<file path="src/verilog/stm_pkg.sv">
// Constants, encodings and helper functions of the target multiphase sequencer.
package stm_pkg;

  localparam int TC_W = 24;
  localparam int DATA_W = 8;

  // Command state codes, reported through state_code.
  localparam logic [3:0] SC_RST = 4'h0;
  localparam logic [3:0] SC_SEL_OK = 4'h1;
  localparam logic [3:0] SC_ID_DONE = 4'h2;
  localparam logic [3:0] SC_CDB_START = 4'h3;
  localparam logic [3:0] SC_CDB_DONE = 4'h4;
  localparam logic [3:0] SC_DATA_START = 4'h5;
  localparam logic [3:0] SC_NO_ATN = 4'h6;
  localparam logic [3:0] SC_DATA_DONE = 4'hB;

  // Functional status bit positions.
  localparam int FI_FC = 0;
  localparam int FI_ATN = 1;
  localparam int FI_SEL = 2;
  localparam int FI_RSL = 3;
  localparam int FI_BUS_RST = 4;
  localparam int FUNCTIONAL_STATUS_REG_W = 5;
  localparam logic [4:0] FUNCTIONAL_STATUS_REG_RST = 5'h00;

  // Error status bit positions.
  localparam int EI_PE = 0;
  localparam int EI_HALT = 1;
  localparam int EI_TMO = 2;
  localparam int EI_UMS = 3;
  localparam int EI_ATN = 4;
  localparam int ERROR_STATUS_REG_W = 5;
  localparam logic [4:0] ERROR_STATUS_REG_RST = 5'h00;

  localparam logic [7:0] LUN_RST = 8'h00;
  localparam logic [1:0] ID_PREFIX = 2'h2;
  localparam int ID_BIT = 7;
  localparam logic [1:0] MSG_EARLY_BYTES = 2'h2;

  // Descriptor lengths by command group.
  localparam logic [3:0] CDB_LEN_G0 = 4'h6;
  localparam logic [3:0] CDB_LEN_G12 = 4'hA;
  localparam logic [3:0] CDB_LEN_G5 = 4'hC;

  typedef enum logic [1:0] {
    CMD_NONE,
    CMD_RESEL_SEND,
    CMD_WAIT_SEL_ATN,
    CMD_CHIP_RESET
  } stm_cmd_t;

  typedef enum logic [2:0] {
    ST_IDLE,
    ST_RESEL,
    ST_ID_SEND,
    ST_DATA,
    ST_WAIT_SEL,
    ST_MSG_OUT,
    ST_CMD_OUT
  } stm_state_t;

  // Groups without a defined length fall back to the six-byte form.
  function automatic logic [3:0] cdb_len(input logic [2:0] grp);
    unique case (grp)
      3'h1, 3'h2: cdb_len = CDB_LEN_G12;
      3'h5: cdb_len = CDB_LEN_G5;
      default: cdb_len = CDB_LEN_G0;
    endcase
  endfunction

endpackage

</file>
<file path="src/verilog/stm_buf_if.sv">
// Valid/ready carrier between the send buffer and the sequencer.
`timescale 1ns/1ps
interface stm_buf_if #(
  parameter int W = 8
);
  logic valid;
  logic [W-1:0] data;
  logic ready;
  modport prod (output valid, output data, input ready);
  modport cons (input valid, input data, output ready);
endinterface

</file>
<file path="src/verilog/stm_buf.sv">
// Two-entry buffer in the outgoing data path.
`timescale 1ns/1ps
module stm_buf #(
  parameter int W = 8,
  parameter int DEPTH = 2
) (
  input wire logic clk_sys,
  input wire logic sys_rst,
  input wire logic clk_en,
  input wire logic in_valid,
  input wire logic [W-1:0] in_data,
  output logic in_ready,
  stm_buf_if.prod out
);
  if (DEPTH != 2 || W < 1) begin : g_chk
    $error("stm_buf supports exactly two entries of nonzero width");
  end

  logic [W-1:0] d0_r;
  logic [W-1:0] d1_r;
  logic [1:0] cnt_r;
  logic push;
  logic pop;

  assign in_ready = (cnt_r != 2'h2);
  assign out.valid = (cnt_r != 2'h0);
  assign out.data = d0_r;
  assign push = in_valid && in_ready;
  assign pop = out.valid && out.ready;

  always_ff @(posedge clk_sys or posedge sys_rst) begin
    if (sys_rst) begin
      cnt_r <= 2'h0;
    end else if (clk_en) begin
      cnt_r <= 2'(cnt_r + {1'b0, push} - {1'b0, pop});
    end
  end

  // Entry 0 is always the head; a pop shifts entry 1 forward.
  always_ff @(posedge clk_sys or posedge sys_rst) begin
    if (sys_rst) begin
      d0_r <= '0;
      d1_r <= '0;
    end else if (clk_en) begin
      if (pop) begin
        d0_r <= (cnt_r == 2'h2) ? d1_r : in_data;
        if (cnt_r == 2'h2 && push) begin
          d1_r <= in_data;
        end
      end else if (push) begin
        if (cnt_r == 2'h0) begin
          d0_r <= in_data;
        end else begin
          d1_r <= in_data;
        end
      end
    end
  end
endmodule // stm_buf

</file>
<file path="src/verilog/stm_seq.sv">
// Target multiphase command sequencer: reselect-and-send and wait-for-select-with-attention.
`timescale 1ns/1ps
// Operation
// - Reselect-and-send chains reselect, identify, data like the receive variant, sending data.
// - A bus reset terminates either command in any phase.
// - Chip reset command or master reset aborts any running command.
// - Failed reselection flags timeout, selected, reselected or paused.
// - Attention with halt-on-attention and nonzero count stops with attention, halt, code 5.
// - Data parity error, halt-on-parity, nonzero count sets parity and halt.
// - Data parity error at zero count sets only the parity bit.
// - Counter at zero ends data phase, code B, function complete.
// - Wait-for-select accepted disconnected or in target mode; target mode skips waiting.
// - Once selected, identify and command phases proceed without processor help.
// - No attention after selection halts with code 6.
// - Attention after selection gives code 1 and message-out without interrupt.
// - Identify byte goes to the unit register, code becomes 2.
// - Attention held after identify terminates; released attention continues to command phase.
// - Non-identify message byte goes to the FIFO and flags unexpected message.
// - Erroneous message bytes never flag unexpected message.
// - Command phase start gives code 3, all bytes received gives code 4.
// - Completion with function complete after decoded descriptor length received cleanly.
// - Parity error on first descriptor byte halts too; later bytes only parity.
// - Message parity error beyond two bytes: parity bit, code 1; earlier bytes halt too.
// - Reselected or paused while waiting leaves code 0 with its flag.
// - Any deviation terminates; code shows last successful phase.
// - Identify byte sent is binary 10 followed by unit field bits 5 to 0.
module stm_seq #(
  parameter int TC_W = stm_pkg::TC_W
) (
  input wire logic clk_sys,
  input wire logic sys_rst,
  input wire logic clk_en,
  input wire logic cmd_valid,
  input wire stm_pkg::stm_cmd_t cmd_code,
  input wire logic [TC_W-1:0] tc_load,
  input wire logic halt_on_attention_enable,
  input wire logic halt_on_parity_enable,
  input wire logic target_mode,
  input wire logic status_clear,
  input wire logic master_reset_input,
  input wire logic atn_pin,
  input wire logic bus_reset_evt,
  input wire logic resel_ok,
  input wire logic resel_timeout,
  input wire logic sel_as_target,
  input wire logic resel_as_init,
  input wire logic pause_evt,
  input wire logic selected_evt,
  input wire logic src_valid,
  input wire logic [7:0] src_data,
  output logic src_ready,
  output logic tx_valid,
  output logic [7:0] tx_data,
  input wire logic tx_ready,
  input wire logic tx_parity_err,
  input wire logic rx_valid,
  input wire logic [7:0] rx_data,
  input wire logic rx_parity_err,
  output logic rx_out_valid,
  output logic [7:0] rx_out_data,
  output logic [7:0] logical_unit_field,
  output logic [TC_W-1:0] transfer_counter,
  output logic [3:0] state_code,
  output logic [stm_pkg::FUNCTIONAL_STATUS_REG_W-1:0] functional_status_reg,
  output logic [stm_pkg::ERROR_STATUS_REG_W-1:0] error_status_reg,
  output logic busy
);
  if (TC_W < 1) begin : g_chk
    $error("stm_seq needs a transfer counter of at least one bit");
  end

  stm_buf_if #(.W(8)) txb ();

  stm_buf #(.W(8), .DEPTH(2)) u_buf (
    .clk_sys(clk_sys),
    .sys_rst(sys_rst),
    .clk_en(clk_en),
    .in_valid(src_valid),
    .in_data(src_data),
    .in_ready(src_ready),
    .out(txb)
  );

  stm_pkg::stm_state_t state_r, state_nxt;
  logic [3:0] code_r, code_nxt;
  logic [TC_W-1:0] tc_r, tc_nxt;
  logic [1:0] mcnt_r, mcnt_nxt;
  logic [3:0] ccnt_r, ccnt_nxt;
  logic [3:0] clen_r, clen_nxt;
  logic [7:0] lun_r, lun_nxt;
  logic [stm_pkg::FUNCTIONAL_STATUS_REG_W-1:0] functional_status_reg_r, fset;
  logic [stm_pkg::ERROR_STATUS_REG_W-1:0] error_status_reg_r, eset;
  logic rxo_v_r, rxo_v_nxt;
  logic [7:0] rxo_d_r, rxo_d_nxt;
  logic mr_m_r, mr_s_r, atn_m_r, atn_s_r;
  logic chip_rst;
  logic [3:0] cur_len;
  logic [7:0] id_byte;

  // Both pins are asynchronous to clk_sys.
  always_ff @(posedge clk_sys or posedge sys_rst) begin
    if (sys_rst) begin
      mr_m_r <= 1'b0;
      mr_s_r <= 1'b0;
      atn_m_r <= 1'b0;
      atn_s_r <= 1'b0;
    end else if (clk_en) begin
      mr_m_r <= master_reset_input;
      mr_s_r <= mr_m_r;
      atn_m_r <= atn_pin;
      atn_s_r <= atn_m_r;
    end
  end

  assign chip_rst = mr_s_r || (cmd_valid && cmd_code == stm_pkg::CMD_CHIP_RESET);
  assign id_byte = {stm_pkg::ID_PREFIX, lun_r[5:0]};
  assign tx_valid = (state_r == stm_pkg::ST_ID_SEND) ||
                    (state_r == stm_pkg::ST_DATA && txb.valid && tc_r != '0);
  assign tx_data = (state_r == stm_pkg::ST_ID_SEND) ? id_byte : txb.data;
  assign txb.ready = (state_r == stm_pkg::ST_DATA) && (tc_r != '0) && tx_ready;
  assign cur_len = (ccnt_r == 4'h0) ? stm_pkg::cdb_len(rx_data[7:5]) : clen_r;

  always_comb begin
    state_nxt = state_r;
    code_nxt = code_r;
    tc_nxt = tc_r;
    mcnt_nxt = mcnt_r;
    ccnt_nxt = ccnt_r;
    clen_nxt = clen_r;
    lun_nxt = lun_r;
    rxo_v_nxt = 1'b0;
    rxo_d_nxt = rxo_d_r;
    fset = '0;
    eset = '0;
    if (bus_reset_evt && state_r != stm_pkg::ST_IDLE) begin
      fset[stm_pkg::FI_BUS_RST] = 1'b1;
      state_nxt = stm_pkg::ST_IDLE;
    end else begin
      unique case (state_r)
        stm_pkg::ST_IDLE: begin
          if (cmd_valid && cmd_code == stm_pkg::CMD_RESEL_SEND) begin
            state_nxt = stm_pkg::ST_RESEL;
            code_nxt = stm_pkg::SC_RST;
            tc_nxt = tc_load;
          end else if (cmd_valid && cmd_code == stm_pkg::CMD_WAIT_SEL_ATN) begin
            state_nxt = stm_pkg::ST_WAIT_SEL;
            code_nxt = stm_pkg::SC_RST;
            mcnt_nxt = 2'h0;
          end
        end
        stm_pkg::ST_RESEL: begin
          if (resel_ok) begin
            code_nxt = stm_pkg::SC_SEL_OK;
            if (atn_s_r) begin
              fset[stm_pkg::FI_ATN] = 1'b1;
              state_nxt = stm_pkg::ST_IDLE;
            end else begin
              state_nxt = stm_pkg::ST_ID_SEND;
            end
          end else if (resel_timeout || sel_as_target || resel_as_init || pause_evt) begin
            eset[stm_pkg::EI_TMO] = resel_timeout;
            fset[stm_pkg::FI_SEL] = sel_as_target;
            fset[stm_pkg::FI_RSL] = resel_as_init;
            eset[stm_pkg::EI_HALT] = pause_evt;
            state_nxt = stm_pkg::ST_IDLE;
          end
        end
        stm_pkg::ST_ID_SEND: begin
          if (tx_ready) begin
            code_nxt = stm_pkg::SC_ID_DONE;
            if (atn_s_r) begin
              fset[stm_pkg::FI_ATN] = 1'b1;
              state_nxt = stm_pkg::ST_IDLE;
            end else begin
              code_nxt = stm_pkg::SC_DATA_START;
              state_nxt = stm_pkg::ST_DATA;
            end
          end
        end
        stm_pkg::ST_DATA: begin
          if (tc_r == '0) begin
            eset[stm_pkg::EI_PE] = tx_parity_err;
            fset[stm_pkg::FI_FC] = 1'b1;
            code_nxt = stm_pkg::SC_DATA_DONE;
            state_nxt = stm_pkg::ST_IDLE;
          end else if (atn_s_r && halt_on_attention_enable) begin
            fset[stm_pkg::FI_ATN] = 1'b1;
            eset[stm_pkg::EI_HALT] = 1'b1;
            state_nxt = stm_pkg::ST_IDLE;
          end else if (tx_parity_err && halt_on_parity_enable) begin
            eset[stm_pkg::EI_PE] = 1'b1;
            eset[stm_pkg::EI_HALT] = 1'b1;
            state_nxt = stm_pkg::ST_IDLE;
          end else begin
            eset[stm_pkg::EI_PE] = tx_parity_err;
            if (txb.valid && tx_ready) begin
              tc_nxt = TC_W'(tc_r - 1'b1);
            end
          end
        end
        stm_pkg::ST_WAIT_SEL: begin
          // Already in target mode there is nothing to wait for.
          if (target_mode || selected_evt) begin
            if (!atn_s_r) begin
              code_nxt = stm_pkg::SC_NO_ATN;
              eset[stm_pkg::EI_HALT] = 1'b1;
              state_nxt = stm_pkg::ST_IDLE;
            end else begin
              code_nxt = stm_pkg::SC_SEL_OK;
              state_nxt = stm_pkg::ST_MSG_OUT;
            end
          end else if (resel_as_init || pause_evt) begin
            fset[stm_pkg::FI_RSL] = resel_as_init;
            eset[stm_pkg::EI_HALT] = pause_evt;
            state_nxt = stm_pkg::ST_IDLE;
          end
        end
        stm_pkg::ST_MSG_OUT: begin
          if (rx_valid) begin
            if (mcnt_r != 2'h3) begin
              mcnt_nxt = 2'(mcnt_r + 2'h1);
            end
            if (rx_parity_err) begin
              // A damaged byte is never classed as an unexpected message.
              eset[stm_pkg::EI_PE] = 1'b1;
              eset[stm_pkg::EI_HALT] = (mcnt_r < stm_pkg::MSG_EARLY_BYTES);
              state_nxt = stm_pkg::ST_IDLE;
            end else if (rx_data[stm_pkg::ID_BIT]) begin
              lun_nxt = rx_data;
              code_nxt = stm_pkg::SC_ID_DONE;
              if (atn_s_r) begin
                eset[stm_pkg::EI_ATN] = 1'b1;
                state_nxt = stm_pkg::ST_IDLE;
              end else begin
                code_nxt = stm_pkg::SC_CDB_START;
                ccnt_nxt = 4'h0;
                state_nxt = stm_pkg::ST_CMD_OUT;
              end
            end else begin
              rxo_v_nxt = 1'b1;
              rxo_d_nxt = rx_data;
              eset[stm_pkg::EI_UMS] = 1'b1;
              state_nxt = stm_pkg::ST_IDLE;
            end
          end
        end
        stm_pkg::ST_CMD_OUT: begin
          if (rx_valid) begin
            if (rx_parity_err) begin
              eset[stm_pkg::EI_PE] = 1'b1;
              eset[stm_pkg::EI_HALT] = (ccnt_r == 4'h0);
              state_nxt = stm_pkg::ST_IDLE;
            end else begin
              rxo_v_nxt = 1'b1;
              rxo_d_nxt = rx_data;
              clen_nxt = cur_len;
              ccnt_nxt = 4'(ccnt_r + 4'h1);
              if (4'(ccnt_r + 4'h1) == cur_len) begin
                code_nxt = stm_pkg::SC_CDB_DONE;
                fset[stm_pkg::FI_FC] = 1'b1;
                state_nxt = stm_pkg::ST_IDLE;
              end
            end
          end
        end
      endcase
    end
  end

  // On termination the code keeps the last successful phase until a new command or a master reset.
  always_ff @(posedge clk_sys or posedge sys_rst) begin
    if (sys_rst) begin
      state_r <= stm_pkg::ST_IDLE;
      code_r <= stm_pkg::SC_RST;
    end else if (clk_en) begin
      if (chip_rst) begin
        state_r <= stm_pkg::ST_IDLE;
        code_r <= stm_pkg::SC_RST;
      end else begin
        state_r <= state_nxt;
        code_r <= code_nxt;
      end
    end
  end

  always_ff @(posedge clk_sys or posedge sys_rst) begin
    if (sys_rst) begin
      tc_r <= '0;
      mcnt_r <= 2'h0;
      ccnt_r <= 4'h0;
      clen_r <= stm_pkg::CDB_LEN_G0;
      lun_r <= stm_pkg::LUN_RST;
    end else if (clk_en) begin
      tc_r <= tc_nxt;
      mcnt_r <= mcnt_nxt;
      ccnt_r <= ccnt_nxt;
      clen_r <= clen_nxt;
      lun_r <= lun_nxt;
    end
  end

  always_ff @(posedge clk_sys or posedge sys_rst) begin
    if (sys_rst) begin
      rxo_v_r <= 1'b0;
      rxo_d_r <= '0;
    end else if (clk_en) begin
      rxo_v_r <= rxo_v_nxt && !chip_rst;
      rxo_d_r <= rxo_d_nxt;
    end
  end

  // A flag raised in the cycle of a clear survives the clear.
  always_ff @(posedge clk_sys or posedge sys_rst) begin
    if (sys_rst) begin
      functional_status_reg_r <= stm_pkg::FUNCTIONAL_STATUS_REG_RST;
      error_status_reg_r <= stm_pkg::ERROR_STATUS_REG_RST;
    end else if (clk_en) begin
      if (chip_rst) begin
        functional_status_reg_r <= stm_pkg::FUNCTIONAL_STATUS_REG_RST;
        error_status_reg_r <= stm_pkg::ERROR_STATUS_REG_RST;
      end else begin
        functional_status_reg_r <= (functional_status_reg_r & ~{stm_pkg::FUNCTIONAL_STATUS_REG_W{status_clear}}) | fset;
        error_status_reg_r <= (error_status_reg_r & ~{stm_pkg::ERROR_STATUS_REG_W{status_clear}}) | eset;
      end
    end
  end

  assign rx_out_valid = rxo_v_r;
  assign rx_out_data = rxo_d_r;
  assign logical_unit_field = lun_r;
  assign transfer_counter = tc_r;
  assign state_code = code_r;
  assign functional_status_reg = functional_status_reg_r;
  assign error_status_reg = error_status_reg_r;
  assign busy = (state_r != stm_pkg::ST_IDLE);

  a_id_byte_form: assert property (@(posedge clk_sys) disable iff (sys_rst)
    (state_r == stm_pkg::ST_ID_SEND) |-> (tx_valid && tx_data == {2'h2, lun_r[5:0]}))
    else $error("identify byte malformed");

  a_no_atn_halt: assert property (@(posedge clk_sys) disable iff (sys_rst)
    (clk_en && state_r == stm_pkg::ST_WAIT_SEL && selected_evt && !atn_s_r &&
     !bus_reset_evt && !chip_rst) |=> (state_r == stm_pkg::ST_IDLE && code_r == 4'h6 &&
     error_status_reg_r[stm_pkg::EI_HALT]))
    else $error("missing halt with code 6");

  a_atn_msg_out: assert property (@(posedge clk_sys) disable iff (sys_rst)
    (clk_en && state_r == stm_pkg::ST_WAIT_SEL && selected_evt && atn_s_r &&
     !bus_reset_evt && !chip_rst) |=> (state_r == stm_pkg::ST_MSG_OUT && code_r == 4'h1))
    else $error("selection with attention did not enter message-out");

  a_tc_zero_done: assert property (@(posedge clk_sys) disable iff (sys_rst)
    (clk_en && state_r == stm_pkg::ST_DATA && tc_r == '0 && !bus_reset_evt && !chip_rst)
    |=> (state_r == stm_pkg::ST_IDLE && code_r == 4'hB && functional_status_reg_r[stm_pkg::FI_FC]))
    else $error("zero count did not complete data phase");

  a_atn_halt_data: assert property (@(posedge clk_sys) disable iff (sys_rst)
    (clk_en && state_r == stm_pkg::ST_DATA && tc_r != '0 && atn_s_r &&
     halt_on_attention_enable && !bus_reset_evt && !chip_rst) |=>
    (functional_status_reg_r[stm_pkg::FI_ATN] && error_status_reg_r[stm_pkg::EI_HALT] && code_r == 4'h5))
    else $error("attention halt in data phase wrong");

  a_mr_abort: assert property (@(posedge clk_sys) disable iff (sys_rst)
    (clk_en && mr_s_r) |=> (state_r == stm_pkg::ST_IDLE && !busy))
    else $error("master reset did not abort");

  a_bus_rst_any: assert property (@(posedge clk_sys) disable iff (sys_rst)
    (clk_en && bus_reset_evt && busy && !chip_rst) |=>
    (!busy && functional_status_reg_r[stm_pkg::FI_BUS_RST]))
    else $error("bus reset did not terminate command");

  a_code_hold: assert property (@(posedge clk_sys) disable iff (sys_rst)
    (!busy && !(clk_en && (cmd_valid || mr_s_r))) |=> $stable(code_r))
    else $error("state code changed while idle");

  a_resel_tmo: assert property (@(posedge clk_sys) disable iff (sys_rst)
    (clk_en && state_r == stm_pkg::ST_RESEL && !resel_ok && resel_timeout &&
     !bus_reset_evt && !chip_rst) |=> (error_status_reg_r[stm_pkg::EI_TMO] && code_r == 4'h0 && !busy))
    else $error("reselect timeout not reported");
endmodule // stm_seq

</file>
<file path="config.mk">
export PLATFORM = sky130hd
export DESIGN_NAME = stm_seq
export DESIGN_NICKNAME = d
export VERILOG_FILES = /design/src/verilog/stm_pkg.sv /design/src/verilog/stm_buf_if.sv /design/src/verilog/stm_buf.sv /design/src/verilog/stm_seq.sv
export SDC_FILE = /design/constraint.sdc
export NUM_CORES = 1
export LEC_CHECK = 0
export BUFFER_PORTS_ARGS = -buffer_cell sky130_fd_sc_hd__buf_2
export CAP_MARGIN = 20
export CORE_MARGIN = 2
export CORE_UTILIZATION = 45
export CTS_BUF_LIST = sky130_fd_sc_hd__clkbuf_16
export DETAILED_ROUTE_END_ITERATION = 12
export MAX_ROUTING_LAYER = met4
export PLACE_DENSITY = 0.8
export RECOVER_POWER = 25
export SYNTH_ARGS = -nofsm -noshare
export SYNTH_HDL_FRONTEND = slang
export SYNTH_SLANG_ARGS = --single-unit
export TNS_END_PERCENT = 1
</file>
<file path="constraint.sdc">
create_clock -name clk_sys -period 3.4 [get_ports clk_sys]
set_input_delay 0.68 -clock clk_sys [delete_from_list [all_inputs] [get_ports clk_sys]]
set_output_delay 0.68 -clock clk_sys [all_outputs]
set_load 0.005 [all_outputs]
</file>
## After elaboration in Yosys (flattened, before gate mapping)

Index checks and enable logic that the tools add are counted.

| storage, ports and cells | value |
|---|---|
| bits in registers | 90 |
| input port bits | 64 |
| output and inout port bits | 66 |
| logic and storage cells | 257 |

| operators by class | value |
|---|---|
| add/sub/neg operators | 5 |
| $lt $le $gt $ge | 1 |
| equal/unequal tests | 53 |
| multiplexer cells | 127 |
| bitwise operators | 7 |
| reduce and logical (&&, ||, !) cells | 46 |

Operators with widths:

| kind | count |
|---|---|
| $mux 24 | 5 |
| $mux 8 | 14 |
| $mux 4 | 22 |
| $mux 3 | 22 |
| $pmux 24 s2 | 1 |
| $ne 2x2->1 const B | 18 |
| $mux 2 | 17 |
| $mux 1 | 31 |
| $pmux 4 s7 | 1 |
| $ne 3x3->1 const B | 9 |
| $logic_not 24->1 | 1 |
| $reduce_bool 24->1 | 1 |
| $sub 24x1->24 const B | 1 |
| $pmux 3 s7 | 1 |
| $ne 5x5->1 const B | 4 |
| $reduce_and 9->1 | 2 |
| $pmux 4 s2 | 2 |
| $pmux 8 s2 | 1 |
| $reduce_and 8->1 | 2 |
| $logic_and 1x1->1 | 15 |
| $mux 5 | 3 |
| $reduce_and 13->1 | 1 |
| $eq 3x3->1 const B | 4 |
| $ne 4x4->1 const B | 3 |
| 35 further kinds | 58 |

## Longest topological paths before layout

Gate-level depths: netlist of the first run.

| logic depth | value |
|---|---|
| word-level depth | 12 |
| gate-level depth with buffers | 12 |
| gate-level depth less buffers | 12 |

## Hierarchy

From an unflattened synthesis of the first run, not the netlist that was laid out.

| second synthesis, totals | value |
|---|---|
| cells, all modules | 552 |
| area total of the unflattened synthesis | 5,227.5 µm² |

By module, submodules not included:

| module | instances | cells each | area an instance (µm²) | sequential area each (µm²) |
|---|---|---|---|---|
| stm_seq | 1 | 491 | 4,355.4 | 1,804.2 |
| stm_buf | 1 | 61 | 872.1 | 450.4 |

## Worst setup path after synthesis of the first run

OpenSTA, ideal clock, no wires.

| path | value |
|---|---|
| path type | register -> register |
| from | register tc_r[0] (netlist: transfer_counter[0]) |
| to | register u_buf.cnt_r[1] |
| library setup time | 0.123 ns |
| data arrival time | 2.797 ns |
| required time | 3.277 ns |
| setup slack | 0.480 ns |
| cell stages (with the launch flop) | 13 |
| path buffers | 0 |
| clock period less this slack | 2.920 ns |
| path through | dfrtp_1 -> inv_1 -> ha_1 -> nor3b_1 -> nand3_1 -> o31ai_4 -> nor2_1 -> ha_1 -> inv_1 -> ha_1 -> xor2_1 -> nand2_1 -> xnor2_1 |

| between the ends | value |
|---|---|
| longest elaborated chain between the ends | 5 |

RTL lines:

| what | line | text |
|---|---|---|
| start: declaration | stm_seq.sv:86 | `logic [TC_W-1:0] tc_r, tc_nxt;` |
| start signal: assignment | stm_seq.sv:294 | `tc_r <= tc_nxt;` |
| $reduce_bool 24->1 | stm_seq.sv:120 | `assign txb.ready = (state_r == stm_pkg::ST_DATA) && (tc_r != '0) && tx_ready;` |
| $logic_and 1x1->1 (2 in series) | stm_seq.sv:120 |  |
| $logic_and 1x1->1 | stm_buf.sv:29 | `assign pop = out.valid && out.ready;` |
| $sub 2x1->2 | stm_buf.sv:35 | `cnt_r <= 2'(cnt_r + {1'b0, push} - {1'b0, pop});` |
| end signal: assignment | stm_buf.sv:35 |  |
| end: declaration | stm_buf.sv:21 | `logic [1:0] cnt_r;` |

Every way passes these cells.
A chain may end at the register's enable or synchronous reset.

## Worst setup path in the final report of the first run

| path | value |
|---|---|
| from | register tc_r[11] (netlist: transfer_counter[11]) |
| to | output tx_valid |

| between the ends | value |
|---|---|
| longest elaborated chain between the ends | 3 |

RTL lines:

| what | line | text |
|---|---|---|
| $reduce_bool 24->1 | stm_seq.sv:118 | `(state_r == stm_pkg::ST_DATA && txb.valid && tc_r != '0);` |
| $logic_and 1x1->1 | stm_seq.sv:118 |  |
| $logic_or 1x1->1 | stm_seq.sv:117 | `assign tx_valid = (state_r == stm_pkg::ST_ID_SEND) \|\|` |
| end: declaration | stm_seq.sv:52 | `output logic tx_valid,` |

Every way passes these cells.

==> results of run 1 <==
[area by class of cell]
type | instances | share of cell area
clock buffers | 9 | 0.03590
clock inverters | 7 | 0.008177
inverters | 16 | 0.009773
multi-input cells | 409 | 0.4416
flip-flops and latches | 90 | 0.3594
well taps | 143 | 0.02852
repair buffers | 142 | 0.1167
[kinds of logic (layout without fill, tap and decap cells)]
family	count (synthesis)	count (layout)	synth area share
and+or+nand+nor	180	180	0.1867
AOI/OAI and AO/OA	165	165	0.2106
DFF	90	90	0.4341
muxes	49	49	0.1058
buffers and inverters	45	174	0.03324
xor gates and xnor gates	9	9	0.01518
adders and majority gates	6	6	0.01445
[power by group through the flow]
stage | clock network (mW) | logic (mW) | registers, mW
3_3_place_gp | 0 | 1.28 | 1.68
3_5_place_dp | 0 | 1.33 | 1.71
4_1_cts | 0.967 | 1.33 | 1.69
5_1_grt | 1.02 | 1.46 | 1.75
6_report | 0.953 | 1.33 | 1.71
2_1_floorplan | 0 | 0.811 | 1.64
[how the worst max path moves through the flow]
stage / endpoint
6_report: tx_valid
5_1_grt: tx_valid
3_5_place_dp: state_code[1]
3_3_place_gp: state_code[1]
2_1_floorplan: atn_m_r
4_1_cts: tx_valid
[cell usage in the layout, fill, tap and decap left out, drive strengths merged, types with 5 or more instances in the layout]
| cell | netlist | final |
|---|---|---|
| buf | 7 | 138 |
| dfrtp | 88 | 88 |
| o21ai | 53 | 53 |
| mux2 | 47 | 47 |
| nand2 | 45 | 45 |
| nor2 | 37 | 37 |
| a21oi | 34 | 34 |
| inv | 16 | 18 |
| nand3 | 14 | 14 |
| nor3 | 14 | 14 |
| clkbuf | 22 | 13 |
| nor4 | 10 | 10 |
| nor2b | 8 | 8 |
| o22ai | 7 | 7 |
| nand2b | 6 | 6 |
| a31oi | 6 | 6 |
| a32o | 6 | 6 |
| o32ai | 6 | 6 |
| ha | 6 | 6 |
| o31ai | 6 | 6 |
| nand4 | 5 | 5 |
| nor3b | 5 | 5 |
| a22oi | 5 | 5 |
| xnor2 | 5 | 5 |
| a211oi | 5 | 5 |
| or4 | 5 | 5 |
| and2 | 5 | 5 |
[metrics by stage]
stage,hold WS [ns],area [um^2],worst slack [ns],utilization
after floorplan,0.4492,5194,0.3881,-
after global placement,0.4456,6021,0.6236,0.5318
after detailed placement,0.4560,6021,0.5083,0.5318
after CTS,0.4447,6297,0.2453,0.5563
after global routing,0.4852,6274,0.1512,0.5542
final,0.4728,6274,0.2501,0.5542
[metal layers]
metal / up-vias / share of wire / global-route usage
met1: 2395 / 0.44 / 0.3165
met5: - / 0 / -
met4: 0 / 0.027 / 0.1078
met3: 31 / 0.062 / 0.03538
met2: 191 / 0.47 / 0.3687
li1: 2277 / - / -
==> metrics, run 1 <==
r2r endpoint state_code[1]; Via Count 4894; Post-CTS Hold Buffers 0; sequential cell area 2255 um^2; CP endpoint kind primary output; clk buf depth 2; Boundary Pins 130; GR Overflow Total 0; WP buf/inv 2; Hold Path End logical_unit_field[7]; FF+latch count, synth 90; syn nets 614; Gate Count Post-Synth 544; Post-DP HPWL 10620 um; worst hold path type register to register; Port Buffers 129; TNS Setup 0 ns; fillers 1042; EDFF count, synth 0; LEAKAGE 2.879 nW; crit path launch transfer_counter[11]; initial antenna violation count 0; setup slack, reg-to-reg 0.41 ns; area of the multi-input gates 2770 um^2; DIE WIDTH 111.4 um; PwrDens 636.0 nW/um^2; Critical Path Fanout Max 8; maximum number of pins on one net before global-route repair 55; worst r2r src ccnt_r[0]; Core ar. 11320 um^2; Diodes inserted 0; max reg flops 24; Cell Chain, Critical Path or4_4, or3_4, o31ai_4, buf_4, o21bai_1, buf_2; Synth cell types 70; drt drc 0; Hold Vio Cnt, Final 0; asr flop ratio synth 1.000; RSZ-0062 raised after global routing no; Max H-tree Level 3; Post-synth top cells 88 x dfrtp_1, 50 x o21ai_0, 46 x mux2_2; post-DR vias/cell 5.998; Die ar. 12420 um^2; combinational share of power 0.334; Ys Warns 0; synth top area cells dfrtp_1 42%, mux2_2 10%, o21ai_0 4.8%; Tcrit/Tclk final 0.9264; count leader, synth dfrtp_1; P_int 2.516 mW; post-synth top area share 0.4240; Worst Max-Slew Pin Slew 1.720 ns; cell accounting for the most synthesized area dfrtp_1; DRT iter0 DRCs 371; Critical Path Max Stage Delay 0.59 ns; register share of total power 0.428; outcome finished with violations; die height 111.4 um; Max-Cap Viols 1; worst skew pair latency 0.34 ns; clock skew 0.008278 ns; Post-Route WL 14750 um; Initial Utilization 0.4588; placer congestion estimate 0.9509; Rel. slew slack -0.1530; sw frac 0.3694; Critical Path RT 2.72 ns; Tmin final 3.150 ns; Net Sw Power 1.474 mW; Max VDD drop 0.2796 mV; first-pass GRT wire length 23680 um; Post-CTS Resized 0; worst reg2reg path depth 8; TritonCTS buffer count 9; # nets final 738; failing checks capacitance limit, slew limit; Clock Pin Slew Worst Setup and Hold Paths 0.07 ns; synthesis-to-layout area growth 20.79%; Critical Path Start Type register; DRT Pass-1 Iters 5; Setup CP Type register to primary output; Fmax 317.5 MHz; WL/cell 18.08 um; CTS Root Cell clkbuf_16; Total GRT Usage 0.2398; crit path max-delay cell type or4_4; total setup buffers inserted after CTS 0; final setup fails 0; Power Total 3.990 mW; Post-synth top flop dfrtp_1; # rows 39; TritonCTS clock tree yes; Mapped Avg Cell Area 9.547 um^2; layout cells sized above 1 0.3224; post-synthesis sequential area ratio 0.4341; Mapped Area 5194 um^2; Pins Over Slew Limit 38; worst hold stages 1; placed cells 800; Crit path max-delay family simple AND/OR/NAND/NOR gates; Antenna Violating Nets Remaining 0; power share of the clock group 0.239; Worst EP arrival 2.47 ns; stages on the worst setup path 6; non-filler cells, final 816; Hold Path Origin logical_unit_field[7]; # clock sinks 90; number of global-route vias before repair 4801
Note: power is estimated with default switching activity, not from simulation.
==> run 2, diff against run 1 <==
--- a/config.mk
+++ b/config.mk
@@ -5,14 +5,14 @@
 export SDC_FILE = /design/constraint.sdc
 export NUM_CORES = 1
 export LEC_CHECK = 0
-export BUFFER_PORTS_ARGS = -buffer_cell sky130_fd_sc_hd__buf_2
 export CAP_MARGIN = 20
 export CORE_MARGIN = 2
 export CORE_UTILIZATION = 45
 export CTS_BUF_LIST = sky130_fd_sc_hd__clkbuf_16
 export DETAILED_ROUTE_END_ITERATION = 12
+export DONT_BUFFER_PORTS = 1
 export MAX_ROUTING_LAYER = met4
-export PLACE_DENSITY = 0.8
+export PLACE_DENSITY = 0.71
 export RECOVER_POWER = 25
 export SYNTH_ARGS = -nofsm -noshare
 export SYNTH_HDL_FRONTEND = slang
==> run 2 against run 1 <==
  * The flow still finishes with violations (capacitance limit, slew limit)
  * Critical path depth shrank 1
  * Via count fell by 9.4%
  * Power is 4.7% lower
  * Flip-flop and latch count stayed put
  * Hold slack got worse by 0.093 ns
  * Register-to-register slack worse by 0.02 ns
  * Highest routed layer unchanged
==> metrics, run 2 (synthesized netlist as in run 1, its figures left out) <==
placer congestion estimate 0.9446 (was 0.9509); LEAKAGE 2.360 nW (was 2.879 nW); Total GRT Usage 0.2359 (was 0.2398); Fmax 327.3 MHz (was 317.5 MHz); Pins Over Slew Limit 49 (was 38); fillers 1052 (was 1042); post-DR vias/cell 6.418 (was 5.998); Port Buffers 0 (was 129); Tcrit/Tclk final 0.8985 (was 0.9264); failing checks capacitance limit, slew limit (unchanged); final core occ 0.5038 (was 0.5542); Core ar. 11320 um^2 (unchanged); RSZ-0062 raised after global routing no (unchanged); clk buf depth 2 (unchanged); Post-Route WL 14130 um (was 14750 um); clock skew 0.01038 ns (was 0.008278 ns); TritonCTS clock tree yes (unchanged); PwrDens 667.0 nW/um^2 (was 636.0 nW/um^2); WL/cell 20.45 um (was 18.08 um); synthesis-to-layout area growth 9.805% (was 20.79%); Via Count 4435 (was 4894); sequential cell area 2255 um^2 (unchanged); outcome finished with violations (unchanged); CP endpoint kind primary output (unchanged); # rows 39 (unchanged); Post-CTS Resized 0 (unchanged); Clock Pin Slew Worst Setup and Hold Paths 0.07 ns (about the same); Critical Path Fanout Max 8 (unchanged); crit path max-delay cell type or4_4 (unchanged); maximum number of pins on one net before global-route repair 50 (was 55); Max VDD drop 0.3496 mV (was 0.2796 mV); first-pass GRT wire length 22730 um (was 23680 um); number of global-route vias before repair 4374 (was 4801); Die ar. 12420 um^2 (unchanged); area of the multi-input gates 2770 um^2 (unchanged); total setup buffers inserted after CTS 0 (unchanged); initial antenna violation count 0 (unchanged); drt drc 0 (unchanged); worst skew pair latency 0.36 ns (was 0.34 ns); Cell Chain, Critical Path or4_4, or3_4, o31ai_4, buf_4, o21bai_1 (was or4_4, or3_4, o31ai_4, buf_4, o21bai_1, buf_2); DRT iter0 DRCs 313 (was 371); max reg flops 24 (unchanged); Rel. slew slack -0.5689 (was -0.1530); worst hold path type input port to register (was register to register); Critical Path Start Type register (unchanged); GR Overflow Total 0 (unchanged); die height 111.4 um (unchanged); Critical Path RT 2.72 ns (about the same); TNS Setup 0 ns (unchanged); Boundary Pins 130 (unchanged); Max-Cap Viols 1 (unchanged); Post-CTS Hold Buffers 0 (unchanged); CTS Root Cell clkbuf_16 (unchanged); Tmin final 3.055 ns (was 3.150 ns); DRT Pass-1 Iters 4 (was 5); Diodes inserted 0 (unchanged); Worst Max-Slew Pin Slew 2.340 ns (was 1.720 ns); Setup CP Type register to primary output (unchanged); commonest non-fill, non-tap cell in the layout dfrtp_1 (was buf_2); DIE WIDTH 111.4 um (unchanged); final setup fails 0 (unchanged); layout cells sized above 1 0.1734 (was 0.3224); TritonCTS buffer count 9 (unchanged); Worst EP arrival 2.37 ns (was 2.47 ns); # nets final 613 (was 738); Hold Vio Cnt, Final 0 (unchanged); commonest non-fill, non-tap cells in the layout 88 x dfrtp_1, 50 x o21ai_0, 46 x mux2_2, 45 x nand2_1, 36 x nor2_1 (was 128 x buf_2, 88 x dfrtp_1, 50 x o21ai_0, 46 x mux2_2, 45 x nand2_1); Antenna Violating Nets Remaining 0 (unchanged); Post-DP HPWL 10290 um (was 10620 um); Initial Utilization 0.4588 (unchanged); Critical Path Max Stage Delay 0.59 ns (about the same); # clock sinks 90 (unchanged); Max H-tree Level 3 (unchanged)
-- run 2: critical path, delay by kind of cell, from the launching register on --
kind            cells  cell delay [ns]
flops               1             0.47
simple gates        2             0.97
compound gates      2             0.39
buf+inv             1             0.19
-- run 2: report_power, final --
group          internal [mW]  leakage [nW]  switching [mW]
sequential              1.38          1.13           0.393
clock                  0.575         0.144           0.454
combinational          0.471          1.09           0.535
total                   2.42          2.36            1.38
-- run 2: per-layer routing --
layer	vias to the layer above	global-route usage	routed length [um]
met3	24	0.07403	1352
met5	-	-	0
li1	2048	-	-
met2	202	0.3492	6692
met1	2161	0.2986	5758
met4	0	0.1045	331
-- run 2: cell type report --
cell class / count / share of cell area
clock inverter: 7 / 0.01338
clock buffer: 9 / 0.03949
inverter: 16 / 0.01075
timing repair buffer: 17 / 0.02391
sequential: 90 / 0.3953
multi-input combinational: 409 / 0.4857
tap: 143 / 0.03137
-- run 2: path summary, 6_finish.rpt --
path                                 startpoint                        to  slack (ns)  depth (start not counted)
min reg2reg                             atn_m_r                   atn_s_r        0.47                          2
max                        transfer_counter[11]                  tx_valid        0.35                          5
max reg2reg                           ccnt_r[0]             state_code[1]        0.39                          8
min in group asynchronous               sys_rst         u_buf.out.data[7]        0.84                          1
min                                  rx_data[7]                 clen_r[1]        0.38                          1
max in group asynchronous               sys_rst  functional_status_reg[3]        1.50                          2
-- run 2: per-stage QoR --
step / setup WS [ns] / std cells / area [um^2] / hold WS, ns / power, mW
3_3_place_gp: 0.6060 / 675 / 5405 / 0.4609 / 2.727
5_1_grt: 0.1910 / 691 / 5703 / 0.3786 / 4.035
3_5_place_dp: 0.4643 / 675 / 5405 / 0.4644 / 2.785
6_report: 0.3451 / 691 / 5703 / 0.3796 / 3.804
2_1_floorplan: 0.3881 / 544 / 5194 / 0.4492 / 2.451
4_1_cts: 0.3359 / 691 / 5707 / 0.3731 / 3.820
==> run 3, diff against run 2 <==
--- a/config.mk
+++ b/config.mk
@@ -12,7 +12,6 @@
 export DETAILED_ROUTE_END_ITERATION = 12
 export DONT_BUFFER_PORTS = 1
 export MAX_ROUTING_LAYER = met4
-export PLACE_DENSITY = 0.71
 export RECOVER_POWER = 25
 export SYNTH_ARGS = -nofsm -noshare
 export SYNTH_HDL_FRONTEND = slang
==> constraint.sdc (replaced) <==
create_clock -name clk_sys -period 3.09 [get_ports clk_sys]
set_input_delay 0.618 -clock clk_sys [delete_from_list [all_inputs] [get_ports clk_sys]]
set_output_delay 0.618 -clock clk_sys [all_outputs]
set_load 0.005 [all_outputs]
==> run 3 against run 2 <==
  * The run now ends clean
  * Clock power increased by 9.7%
  * Sequential power rose by 10%
  * Global-route usage is 0.73 points higher
  * Count of clock-buffer cells in the layout is the same
  * Via count down 0.81%
  * Cell count increased by 1.4%
  * Hold slack got worse by 0.066 ns
  * Worst setup slack worse by 0.23 ns
  * Die area unchanged
  * Sequential share of layout area decreased by 0.41 points
  * Critical path type unchanged
==> metrics, run 3 (synthesized netlist as in run 1, its figures left out) <==
layout cells sized above 1 0.1953 (was 0.1734); # clock sinks 90 (unchanged); Die ar. 12420 um^2 (unchanged); TritonCTS buffer count 9 (unchanged); worst reg2reg path depth 9 (was 8); Rel. slew slack 0.2481 (was -0.5689); Setup CP Type register to primary output (unchanged); Core ar. 11320 um^2 (unchanged); final instance area 5766 um^2 (was 5703 um^2); Hold Vio Cnt, Final 0 (unchanged); LEAKAGE 2.405 nW (was 2.360 nW); GR Overflow Total 0 (unchanged); Tmin final 2.972 ns; setup slack, reg-to-reg 0.20 ns (was 0.39 ns); Clock Pin Slew Worst Setup and Hold Paths 0.07 ns (about the same); Total GRT Usage 0.2433 (was 0.2359); TNS Setup 0 ns (unchanged); Initial Utilization 0.4588 (unchanged); post-DR vias/cell 6.275 (was 6.418); worst hold stages 1 (unchanged); synthesis-to-layout area growth 11.01% (was 9.805%); worst r2r src ccnt_r[0] (unchanged); # rows 39 (unchanged); DRT iter0 DRCs 299 (was 313); Hold Path Origin rx_data[7] (unchanged); clock skew 0.008655 ns (was 0.01038 ns); clk buf depth 2 (unchanged); maximum number of pins on one net before global-route repair 47 (was 50); Max H-tree Level 3 (unchanged); worst hold path type input port to register (unchanged); Fmax 336.4 MHz; Cell Chain, Critical Path buf_4, nor2_1, and2_1, mux2_2 (was or4_4, or3_4, o31ai_4, buf_4, o21bai_1); first-pass GRT wire length 23330 um (was 22730 um); DIE WIDTH 111.4 um (unchanged); Via Count 4399 (was 4435); commonest non-fill, non-tap cells in the layout 87 x dfrtp_1, 50 x o21ai_0, 46 x mux2_2, 45 x nand2_1, 36 x nor2_1 (was 88 x dfrtp_1, 50 x o21ai_0, 46 x mux2_2, 45 x nand2_1, 36 x nor2_1); Hold Path End clen_r[1] (unchanged); crit path max-delay cell type dfrtp_1 (was or4_4); Pins Over Slew Limit 0 (was 49); DRT Pass-1 Iters 4 (unchanged); Max-Cap Viols 0 (was 1); Post-DP HPWL 10450 um (was 10290 um); r2r endpoint state_code[1] (unchanged); area of the multi-input gates 2770 um^2 (unchanged); max reg flops 24 (unchanged); DP Area 5473 um^2 (was 5405 um^2); CTS Root Cell clkbuf_16 (unchanged); Antenna Violating Nets Remaining 0 (unchanged); Crit path max-delay family simple AND/OR/NAND/NOR gates (unchanged); Tcrit/Tclk final 0.9619; Critical Path Fanout Max 14 (was 8); commonest non-fill, non-tap cell in the layout dfrtp_1 (unchanged); die height 111.4 um (unchanged); RSZ-0062 raised after global routing no (unchanged); Critical Path Start Type register (unchanged); sequential cell area 2256 um^2 (was 2255 um^2); outcome complete, no violations (was finished with violations); Critical Path RT 2.47 ns (was 2.72 ns); Critical Path Max Stage Delay 0.57 ns (was 0.59 ns); Diodes inserted 0 (unchanged); Max VDD drop 0.4469 mV (was 0.3496 mV); fillers 1055 (was 1052); number of global-route vias before repair 4366 (was 4374); initial antenna violation count 0 (unchanged); final setup fails 0 (unchanged); placer congestion estimate 0.9292 (was 0.9446); Post-CTS Hold Buffers 0 (unchanged); WP buf/inv 1 (unchanged); Worst Max-Slew Pin Slew 1.128 ns (was 2.340 ns); Boundary Pins 130 (unchanged); PwrDens 728.3 nW/um^2 (was 667.0 nW/um^2); WL/cell 20.44 um (was 20.45 um); TritonCTS clock tree yes (unchanged); Port Buffers 0 (unchanged); drt drc 0 (unchanged); Worst EP arrival 2.35 ns (was 2.37 ns); worst skew pair latency 0.36 ns (about the same); Post-Route WL 14330 um (was 14130 um); # nets final 623 (was 613); CP endpoint kind primary output (unchanged)
==> run 3: changes by cell type in the layout (fill, tap and decap cells not counted), sizes merged <==
cell    change
inv         +1
buf        +10
clkinv      -1
==> run 3: timing repair <==
action,in CTS,in global routing
setup buffers,0,0
gates resized for setup,0,2
setup endpoints to repair,0,2
hold endpoints to repair,0,0
==> run 3: power breakdown <==
part           internal [mW]  leakage [nW]  switching [mW]  total, mW
Sequential              1.52          1.13           0.433       1.95
Clock                  0.633         0.147           0.500       1.13
Combinational          0.529          1.13           0.589       1.12
Total                   2.68          2.41            1.52       4.20
==> run 3: worst max path at each step <==
stage	start	end	slack, ns	cells past startpoint
global placement	ccnt_r[0]	state_code[1]	0.28	9
CTS	transfer_counter[11]	tx_valid	0.11	5
finish	state_r[2]	tx_data[2]	0.12	4
detailed placement	ccnt_r[0]	state_code[1]	0.19	9
floorplan	sys_rst	atn_m_r	0.14	1
global route	ccnt_r[0]	state_code[1]	0.007	9
==> run 3: per-layer routing <==
layer / GRT usage / share of wire / wire length (um)
met4: 0.08560 / 0.018 / 265
met5: - / 0 / 0
met1: 0.3100 / 0.43 / 6135
met3: 0.07186 / 0.078 / 1120
met2: 0.3715 / 0.47 / 6804
==> run 3: cell type report <==
cell class	instances	area share
sequential	90	0.3913
multi-input combinational	409	0.4805
clock buffer	9	0.03906
tap	143	0.03103
clock inverter	7	0.01280
inverter	16	0.01063
timing repair buffer	27	0.03472
==> run 3: per-stage QoR <==
| stage | hold WS (ns) | power [mW] | worst slack, ns | util | instances |
|---|---|---|---|---|---|
| finish | 0.3140 | 4.199 | 0.1178 | 0.5093 | 701 |
| global route | 0.3172 | 4.459 | 0.006730 | 0.5093 | 701 |
| CTS | 0.1340 | 4.213 | 0.1080 | 0.5098 | 700 |
| detailed placement | 0.4883 | 3.072 | 0.1936 | 0.4834 | 684 |
| global placement | 0.4805 | 3.024 | 0.2827 | 0.4834 | 684 |
| floorplan | 0.4492 | 2.697 | 0.1401 | - | 544 |
==> run 3: worst register-to-register path, stage by stage (launching register included) <==
cell	delay [ns]
dfrtp_2	0.45
inv_2	0.10
ha_1	0.20
or3b_2	0.49
nor4_1	0.28
o21ai_0	0.14
o31ai_1	0.28
buf_4	0.17
or4b_1	0.49
o22ai_1	0.19
